`config.mk`:
```
export PLATFORM = sky130hd
export DESIGN_NAME = udma_engine
export DESIGN_NICKNAME = d
export VERILOG_FILES = /design/src/rtl/udma_engine.v /design/src/rtl/udma_fifo.v
export VERILOG_INCLUDE_DIRS = /design/src /design/src/rtl
export SDC_FILE = /design/constraint.sdc
export NUM_CORES = 2
export LEC_CHECK = 0
export ABC_AREA = 1
export ABC_CLOCK_PERIOD_IN_PS = 5000
export BUFFER_PORTS_ARGS = -buffer_cell sky130_fd_sc_hd__buf_2
export CAP_MARGIN = 20
export CORE_ASPECT_RATIO = 2
export CORE_UTILIZATION = 63
export DETAILED_ROUTE_END_ITERATION = 10
export PLACE_DENSITY_LB_ADDON = 0.08
export SYNTH_ARGS = -nofsm -noshare
export SYNTH_HDL_FRONTEND = slang
export SYNTH_SLANG_ARGS = --single-unit
```
`constraint.sdc`:
```
create_clock -name i_clk -period 5 [get_ports i_clk]
set_clock_uncertainty 0.1 [all_clocks]
set_input_delay 0.25 -clock i_clk [delete_from_list [all_inputs] [get_ports i_clk]]
set_output_delay 0.25 -clock i_clk [all_outputs]
set_load 0.1 [all_outputs]
```
`src/rtl/udma_consts.vh`:
```
`ifndef UDMA_CONSTS_VH
`define UDMA_CONSTS_VH

// ==========================================================
// channel mode setting fields
`define MODE_HI 4
`define MODE_LO 2
`define SIZE_HI 1
`define SIZE_LO 0
`define MODE_DST_INC 3'h0
`define MODE_DST_DEC 3'h1
`define MODE_SRC_INC 3'h2
`define MODE_SRC_DEC 3'h3
`define MODE_FIXED 3'h4
`define MODE_COUNTER 3'h5
`define SIZE_BYTE 2'h0
`define SIZE_WORD 2'h1
`define SIZE_QUAD 2'h2

// ==========================================================
// per-channel register select codes
`define SEL_SRC 3'h0
`define SEL_DST 3'h1
`define SEL_COUNT 3'h2
`define SEL_MODE 3'h3
`define SEL_VECTOR 3'h4

// ==========================================================
// widths and reset values
`define ADDR_W 24
`define COUNT_W 16
`define NUM_CH 4
`define COUNT_ONE 16'h0001
`define PTR_RST 32'h0000_0000
`define COUNT_RST 16'h0000
`define MODE_RST 8'h00
`define VEC_RST 8'h00
`define STEP_BYTE 32'h0000_0001
`define STEP_WORD 32'h0000_0002
`define STEP_QUAD 32'h0000_0004

// ==========================================================
// execution budgets in states (one state is one clock here)
`define BUDGET_SHORT 4'h8
`define BUDGET_QUAD 4'hc
`define BUDGET_COUNTER 4'h5
`define BUDGET_ONE 4'h1

// ==========================================================
// data buffer
`define FIFO_W 32
`define FIFO_D 4

`endif

```
`src/rtl/udma_engine.v`:
```
`timescale 1ns/1ps
`default_nettype none
`include "udma_consts.vh"

// Behaviour
// - mode 000 post-increments destination pointer only
// - mode 001 post-decrements destination pointer only
// - mode 010 post-increments source pointer only
// - mode 011 post-decrements source pointer only
// - mode 100 leaves both pointers fixed
// - counter mode bumps source, counts, 5 states
// - each service decrements count; zero raises event
// - pointer updates follow the data move
// - byte/word take 8 states, quad 12
// - four channels with independent registers and events
// - sixteen-bit count, zero means 65536 services
// - pointers 32 bits, 24 drive address
// - count zero clears channel start vector
// - lowest numbered requesting channel with a start vector set wins
module udma_engine (
   // clock and reset
   input wire i_clk,
   input wire i_arst_n,
   // control register port
   input wire i_cfg_we,
   input wire i_cfg_re,
   input wire [1:0] i_cfg_ch,
   input wire [2:0] i_cfg_sel,
   input wire [31:0] i_cfg_wdata,
   output reg [31:0] o_cfg_rdata,
   // interrupt controller side
   input wire [3:0] i_req,
   output reg [3:0] o_accept,
   output reg [3:0] o_transfer_end_event,
   // system bus master
   output reg o_bus_rd,
   output reg o_bus_wr,
   output reg [23:0] o_bus_addr,
   output reg [1:0] o_bus_size,
   output reg [31:0] o_bus_wdata,
   input wire [31:0] i_bus_rdata,
   input wire i_bus_ack,
   // status
   output reg o_busy
);

   // ==========================================================
   // state machine codes, one-hot
   localparam [4:0] ST_IDLE = 5'h01;
   localparam [4:0] ST_READ = 5'h02;
   localparam [4:0] ST_WRITE = 5'h04;
   localparam [4:0] ST_UPD = 5'h08;
   localparam [4:0] ST_PAD = 5'h10;

   // ==========================================================
   // helpers
   // pointer step in bytes for a size code
   function [31:0] step_of;
      input [1:0] size;
      begin
         if (size == `SIZE_WORD) begin
            step_of = `STEP_WORD;
         end else if (size == `SIZE_QUAD) begin
            step_of = `STEP_QUAD;
         end else begin
            step_of = `STEP_BYTE;
         end
      end
   endfunction

   // post-update of a pointer: +step inc, -step dec, 0 hold
   function [31:0] bump;
      input [31:0] ptr;
      input [31:0] step;
      input inc;
      input dec;
      begin
         if (inc) begin
            bump = ptr + step;
         end else if (dec) begin
            bump = ptr - step;
         end else begin
            bump = ptr;
         end
      end
   endfunction

   // ==========================================================
   // channel register file
   reg [31:0] src_r [0:3]; // source pointers
   reg [31:0] dst_r [0:3]; // destination pointers
   reg [15:0] cnt_r [0:3]; // transfer counts
   reg [7:0] mode_r [0:3]; // channel mode settings
   reg [7:0] vec_r [0:3]; // channel start vectors

   // engine state
   reg [4:0] state_r; // current state
   reg [1:0] ch_r; // channel in service
   reg [3:0] cyc_r; // states spent on this service
   reg [3:0] budget_r; // states this service must take
   reg [3:0] end_hit_r; // channel finished this cycle

   // ==========================================================
   // request arbitration, lowest channel first
   wire [3:0] armed; // request with a start vector set
   reg found; // some channel is ready
   reg [1:0] pick; // winning channel
   integer k;
   assign armed = {vec_r[3] != `VEC_RST, vec_r[2] != `VEC_RST,
                   vec_r[1] != `VEC_RST, vec_r[0] != `VEC_RST} & i_req;

   always @* begin
      found = 1'b0;
      pick = 2'h0;
      for (k = 3; k >= 0; k = k - 1) begin
         if (armed[k]) begin
            found = 1'b1;
            pick = k[1:0];
         end
      end
   end

   // ==========================================================
   // decode of the channel in service
   wire [2:0] cur_mode = mode_r[ch_r][`MODE_HI:`MODE_LO];
   wire [1:0] cur_size = mode_r[ch_r][`SIZE_HI:`SIZE_LO];
   wire [2:0] pick_mode = mode_r[pick][`MODE_HI:`MODE_LO];
   wire [1:0] pick_size = mode_r[pick][`SIZE_HI:`SIZE_LO];
   wire [31:0] cur_step = step_of(cur_size);
   wire [15:0] cnt_dec = cnt_r[ch_r] - `COUNT_ONE;

   // ==========================================================
   // data buffer between read and write cycles
   wire buf_in_ready; // room for a read word
   wire buf_out_valid; // a word waits for writing
   wire [31:0] buf_out_data; // oldest read word
   wire buf_push = (state_r == ST_READ) & i_bus_ack;
   wire buf_pop = (state_r == ST_WRITE) & ~o_bus_wr & buf_out_valid;

   udma_fifo #(
      .W(`FIFO_W),
      .D(`FIFO_D),
      .AW(2)
   ) u_buf (
      .i_clk(i_clk),
      .i_arst_n(i_arst_n),
      .i_in_valid(buf_push),
      .o_in_ready(buf_in_ready),
      .i_in_data(i_bus_rdata),
      .o_out_valid(buf_out_valid),
      .i_out_ready(buf_pop),
      .o_out_data(buf_out_data)
   );

   // ==========================================================
   // engine sequencer and register updates
   integer c;
   always @(posedge i_clk or negedge i_arst_n) begin
      if (!i_arst_n) begin
         for (c = 0; c < `NUM_CH; c = c + 1) begin
            src_r[c] <= `PTR_RST;
            dst_r[c] <= `PTR_RST;
            cnt_r[c] <= `COUNT_RST;
            mode_r[c] <= `MODE_RST;
            vec_r[c] <= `VEC_RST;
         end
         state_r <= ST_IDLE;
         ch_r <= 2'h0;
         cyc_r <= 4'h0;
         budget_r <= `BUDGET_SHORT;
         end_hit_r <= 4'h0;
         o_accept <= 4'h0;
         o_transfer_end_event <= 4'h0;
         o_bus_rd <= 1'b0;
         o_bus_wr <= 1'b0;
         o_bus_addr <= 24'h00_0000;
         o_bus_size <= `SIZE_BYTE;
         o_bus_wdata <= 32'h0000_0000;
         o_busy <= 1'b0;
      end else begin
         o_accept <= 4'h0;
         o_transfer_end_event <= 4'h0;
         end_hit_r <= 4'h0;
         cyc_r <= cyc_r + 4'h1;
         case (state_r)
            // wait for an armed request
            ST_IDLE: begin
               cyc_r <= 4'h0;
               if (found) begin
                  ch_r <= pick;
                  o_accept[pick] <= 1'b1;
                  o_busy <= 1'b1;
                  cyc_r <= `BUDGET_ONE;
                  if (pick_mode == `MODE_COUNTER) begin
                     budget_r <= `BUDGET_COUNTER;
                     state_r <= ST_UPD;
                  end else begin
                     if (pick_size == `SIZE_QUAD) begin
                        budget_r <= `BUDGET_QUAD;
                     end else begin
                        budget_r <= `BUDGET_SHORT;
                     end
                     state_r <= ST_READ;
                  end
               end
            end
            // source read; waits for room in the buffer
            ST_READ: begin
               if (!o_bus_rd && buf_in_ready) begin
                  o_bus_rd <= 1'b1;
                  o_bus_addr <= src_r[ch_r][`ADDR_W-1:0];
                  o_bus_size <= cur_size;
               end else if (o_bus_rd && i_bus_ack) begin
                  o_bus_rd <= 1'b0;
                  state_r <= ST_WRITE;
               end
            end
            // destination write with the buffered word
            ST_WRITE: begin
               if (buf_pop) begin
                  o_bus_wr <= 1'b1;
                  o_bus_addr <= dst_r[ch_r][`ADDR_W-1:0];
                  o_bus_wdata <= buf_out_data;
               end else if (o_bus_wr && i_bus_ack) begin
                  o_bus_wr <= 1'b0;
                  state_r <= ST_UPD;
               end
            end
            // post-update pointers and count
            ST_UPD: begin
               src_r[ch_r] <= bump(src_r[ch_r],
                  (cur_mode == `MODE_COUNTER) ? `STEP_BYTE : cur_step,
                  (cur_mode == `MODE_SRC_INC) ||
                  (cur_mode == `MODE_COUNTER),
                  cur_mode == `MODE_SRC_DEC);
               dst_r[ch_r] <= bump(dst_r[ch_r], cur_step,
                  cur_mode == `MODE_DST_INC,
                  cur_mode == `MODE_DST_DEC);
               cnt_r[ch_r] <= cnt_dec;
               if (cnt_dec == `COUNT_RST) begin
                  end_hit_r[ch_r] <= 1'b1;
                  o_transfer_end_event[ch_r] <= 1'b1;
               end
               state_r <= ST_PAD;
            end
            // fill out the remaining execution states; busy spans budget
            ST_PAD: begin
               if (cyc_r >= budget_r) begin
                  o_busy <= 1'b0;
                  state_r <= ST_IDLE;
               end
            end
            default: begin
               state_r <= ST_IDLE;
            end
         endcase
         // software register writes; a write lands after the engine
         if (i_cfg_we) begin
            if (i_cfg_sel == `SEL_SRC) begin
               src_r[i_cfg_ch] <= i_cfg_wdata;
            end else if (i_cfg_sel == `SEL_DST) begin
               dst_r[i_cfg_ch] <= i_cfg_wdata;
            end else if (i_cfg_sel == `SEL_COUNT) begin
               cnt_r[i_cfg_ch] <= i_cfg_wdata[`COUNT_W-1:0];
            end else if (i_cfg_sel == `SEL_MODE) begin
               mode_r[i_cfg_ch] <= i_cfg_wdata[7:0];
            end else if (i_cfg_sel == `SEL_VECTOR) begin
               vec_r[i_cfg_ch] <= i_cfg_wdata[7:0];
            end
         end
         // end of transfer disarms the channel unless software rearms
         for (c = 0; c < `NUM_CH; c = c + 1) begin
            if (end_hit_r[c] && !(i_cfg_we && i_cfg_sel == `SEL_VECTOR
                && i_cfg_ch == c[1:0])) begin
               vec_r[c] <= `VEC_RST;
            end
         end
      end
   end

   // ==========================================================
   // register read back, one cycle after the strobe
   always @(posedge i_clk or negedge i_arst_n) begin
      if (!i_arst_n) begin
         o_cfg_rdata <= 32'h0000_0000;
      end else if (i_cfg_re) begin
         if (i_cfg_sel == `SEL_SRC) begin
            o_cfg_rdata <= src_r[i_cfg_ch];
         end else if (i_cfg_sel == `SEL_DST) begin
            o_cfg_rdata <= dst_r[i_cfg_ch];
         end else if (i_cfg_sel == `SEL_COUNT) begin
            o_cfg_rdata <= {16'h0000, cnt_r[i_cfg_ch]};
         end else if (i_cfg_sel == `SEL_MODE) begin
            o_cfg_rdata <= {24'h00_0000, mode_r[i_cfg_ch]};
         end else if (i_cfg_sel == `SEL_VECTOR) begin
            o_cfg_rdata <= {24'h00_0000, vec_r[i_cfg_ch]};
         end else begin
            o_cfg_rdata <= 32'h0000_0000;
         end
      end
   end

endmodule

`default_nettype wire

```
`src/rtl/udma_fifo.v`:
```
`timescale 1ns/1ps
`default_nettype none

// ==========================================================
// small synchronous fifo with valid/ready on both sides
module udma_fifo #(
   parameter W = 32,
   parameter D = 4,
   parameter AW = 2
) (
   // clock and reset
   input wire i_clk,
   input wire i_arst_n,
   // fill side
   input wire i_in_valid,
   output wire o_in_ready,
   input wire [W-1:0] i_in_data,
   // drain side
   output wire o_out_valid,
   input wire i_out_ready,
   output wire [W-1:0] o_out_data
);

   reg [W-1:0] mem_r [0:D-1]; // storage words
   reg [AW-1:0] wr_ptr_r; // next slot to fill
   reg [AW-1:0] rd_ptr_r; // oldest slot
   reg [AW:0] cnt_r; // words held
   wire push; // word taken in
   wire pop; // word handed out

   assign o_in_ready = (cnt_r != D[AW:0]);
   assign o_out_valid = (cnt_r != {(AW+1){1'b0}});
   assign o_out_data = mem_r[rd_ptr_r];
   assign push = i_in_valid & o_in_ready;
   assign pop = o_out_valid & i_out_ready;

   // storage write, no reset needed on data
   always @(posedge i_clk) begin
      if (push) begin
         mem_r[wr_ptr_r] <= i_in_data;
      end
   end

   // pointer and occupancy bookkeeping
   always @(posedge i_clk or negedge i_arst_n) begin
      if (!i_arst_n) begin
         wr_ptr_r <= {AW{1'b0}};
         rd_ptr_r <= {AW{1'b0}};
         cnt_r <= {(AW+1){1'b0}};
      end else begin
         if (push) begin
            wr_ptr_r <= wr_ptr_r + {{(AW-1){1'b0}}, 1'b1};
         end
         if (pop) begin
            rd_ptr_r <= rd_ptr_r + {{(AW-1){1'b0}}, 1'b1};
         end
         if (push & ~pop) begin
            cnt_r <= cnt_r + {{AW{1'b0}}, 1'b1};
         end else if (pop & ~push) begin
            cnt_r <= cnt_r - {{AW{1'b0}}, 1'b1};
         end
      end
   end

endmodule

`default_nettype wire

```
==> flow_summary.yaml <==
job:
  maxCapViolations: 0
sta:
  rsz0062_at_grt: "false"
  finalSetupViolations: 0
  final_max_slew_viol_count: 0
  worst_hold_slack_ps: 9.84
  worstMarginPinSlew_ps: 1400
  hold_violations: 0
  period_needed_ps: 4660
  maxSlewHeadroom_pct: 6.84
  max_freq_ghz: 0.215
  post-route-period-util_pct: 93.1
  tns_ps: 0
worst_setup_path:
  reg2reg_setup_slack_ps: 340
  crit_type: "reg2reg"
  rr_worst_depth: 16
  critPathArrivalTime_ps: 5170
  cp-start-kind: "flip-flop"
  reg2reg_to: "src_r[11]"
  end_kind: "flip-flop"
  cp.required_ps: 5510
  r2r-start: "ch_r[0]"
  worst-path-max-fanout: 63
clock_network:
  clockBufferDepth: 3
  clkTransAtPathRegs_ps: 70
  h-tree-depth: 2
  cts_setup_buffers: 0
  cts_sinks: 634
  numCtsBuffers: 57
  cts-root-buf: "clkbuf_16"
  clk_latency_ps: 680
  cts_tree: "yes"
global_routing:
  grt_pass1_vias: 38257
  grt_max_degree: 117
  grt_pass1_wl_mm: 239
  track_usage_pct: 56.3
  grt_overflow: 0
  antenna_found_initial: 26
min_path:
  hold_start: "i_req[1]"
  hp-class: "in2reg"
  worstHoldPathCells: 5
  holdPathEnd: "o_accept[1]"
floorplanning:
  core_area_um2: 57200
  fp.dieW_um: 172
  initial_core_util_pct: 63.8
  dieHeight_um: 343
  io_pins: 179
  num_rows: 124
  dieArea_um2: 59000
placed_design:
  port_buffers: 178
  gp_congestion: 1.03
  dp_hpwl_mm: 99.3
  placed_cell_area_um2: 38000
yosys:
  synthTopCellsByArea: "dfrtp_1 35%, nand2_1 13%, edfxtp_1 11%, a21oi_1 7.4%, nor2_1 6.3%"
  ys_ff_latch: 634
  ys_types: 58
  syn_inst: 4889
  ys.flop_type: "dfrtp_1"
  netlist_area_um2: 36500
  synth_top_area_cell: "dfrtp_1"
  synth_warnings: 0
  synth_top_area_share_pct: 34.5
  synth-edff-count: 128
  seq_area_frac_synth_pct: 45.2
  postSynth.asyncResetShare_pct: 79.8
  syn_nets: 4997
  avgSynthCellArea_um2: 7.47
pwr:
  swShare_pct: 54.1
  p_sw_mw: 16.4
  clkPwrFrac_pct: 15.5
  p_int_mw: 13.9
  total_power_mw: 30.3
  peakVddDrop_mv: 0.571
  share_seq_of_total_power_pct: 27.5
  p_leak_nw: 18.1
  combPwrFrac_pct: 57.0
  p_per_area_nw_per_um2: 743
layout:
  multiInputGateArea_um2: 17600
  layout_commonest_cell: "nand2_1"
  layout_common_cells: "1216 x nand2_1, 591 x nor2_1, 537 x a21oi_1, 501 x dfrtp_1, 316 x inv_1"
  syn2layout_area_growth_pct: 11.5
  final.fill_count: 4755
  final-seq-area_um2: 16500
  drive_gt1_share_pct: 9.57
  stdcell_area_um2: 40700
  fin_nets: 5084
status:
  status: "finished, violations left"
  violations: "DRC"
detailed_routing:
  drtIter0Drc: 6142
  vias_per_cell: 6.83
  dr.pass1.iters: 11
  drc: 1
  final_antenna_net_count: 0
  wl_per_cell_um: 27.7
  wl_mm: 161
  route.vias.total: 39591
how the worst max path moves through the flow:
| stage | startpoint | cells past startpoint | slack (ps) | to |
|---|---|---|---|---|
| after floorplan | ch_r[1] | 26 | 870 | src_r[16] |
| after global routing | ch_r[0] | 24 | 70 | src_r[108] |
| after detailed placement | ch_r[0] | 21 | 420 | src_r[80] |
| final | ch_r[0] | 16 | 340 | src_r[11] |
| after CTS | ch_r[0] | 21 | 390 | src_r[80] |
| after global placement | ch_r[0] | 23 | 520 | src_r[76] |
critical path: stages (launching register included):
cell and delay, ps:
dfrtp_4 530, clkinv_2 260, buf_4 780, nand2_1 120, nand2_1 100, nand2_1 50, nand2_1 620, nor2_1 190
inv_1 120, nor3_1 80, o21ai_0 880, inv_1 90, nand2_1 90, nand2_1 90, inv_1 110, nand2_1 60
a21oi_1 160
registers in the layout, summed over array words and instances (netlist names), 5 cells and up:
| signal | cells |
|---|---|
| state_r | 5 |
| o_cfg_rdata | 32 |
| mode_r | 32 |
| dst_r | 128 |
| cnt_r | 64 |
| o_bus_wdata | 32 |
| o_bus_addr | 24 |
| u_buf.mem_r | 128 |
| src_r | 128 |
| vec_r | 32 |
cell families after synthesis:
family	synth area share, %
xor+xnor	0.812
mux	0.0308
fa+ha+maj	1.13
flops	45.2
compound gates	20.9
simple gates	24.8
buf+inv	7.20
power by group through the flow:
| stage | sequential (mW) | combinational [mW] | clock [mW] |
|---|---|---|---|
| 2_1_floorplan | 9.83 | 9.45 | 0 |
| 3_3_place_gp | 8.28 | 15.7 | 0 |
| 3_5_place_dp | 8.34 | 15.9 | 0 |
| 4_1_cts | 8.26 | 16.1 | 4.63 |
| 5_1_grt | 8.51 | 18.3 | 4.85 |
| 6_report | 8.33 | 17.2 | 4.69 |
cell usage after synthesis, types with 22 or more instances:
| library cell | number |
|---|---|
| nand2_1 | 1217 |
| nor2_1 | 615 |
| a21oi_1 | 537 |
| dfrtp_1 | 504 |
| inv_1 | 319 |
| o21ai_0 | 282 |
| a22oi_1 | 269 |
| nand3_1 | 251 |
| clkbuf_1 | 225 |
| edfxtp_1 | 128 |
| o22ai_1 | 82 |
| nand4_1 | 59 |
| a31oi_1 | 37 |
| buf_2 | 34 |
| inv_2 | 28 |
| buf_1 | 27 |
| xor2_1 | 27 |
| ha_1 | 25 |
| o21ai_1 | 25 |
| nor3_1 | 24 |
| nor2_2 | 22 |
metal layers:
metal  vias to the layer above  routed length [um]  GRT usage, %  share of wire [%]
li1                      16728                   -             -                  -
met1                     18016               47100          57.8                 29
met2                      3430               69000          81.0                 43
met3                      1389               23100          26.6                 14
met4                        28               21300          57.6                 13
met5                         -                 413          4.26               0.26
metrics by stage:
stage	worst slack, ps	utilization [%]	cells
2_1_floorplan	874	-	4889
3_3_place_gp	518	66.4	5605
3_5_place_dp	423	66.5	5607
4_1_cts	387	70.9	5775
5_1_grt	73.7	71.1	5786
6_report	344	71.2	5797
repair_timing:
item | in CTS | in global routing
hold endpoints to repair | 384 | 0
endpoints found under the setup margin | 0 | 4
hold buffers | 60 | 0
gates resized for setup | 0 | 3
final cells by class:
type                            count  share of cell area (%)
Multi-Input combinational cell   3595                    43.1
Sequential cell                   634                    40.5
Timing Repair Buffer              335                    5.91
Clock buffer                       81                    4.02
Inverter                          353                    3.26
Tap cell                          756                    2.32
Clock inverter                     27                   0.703
Antenna cell                       16                  0.0983
(Power assumes the default switching activity.)
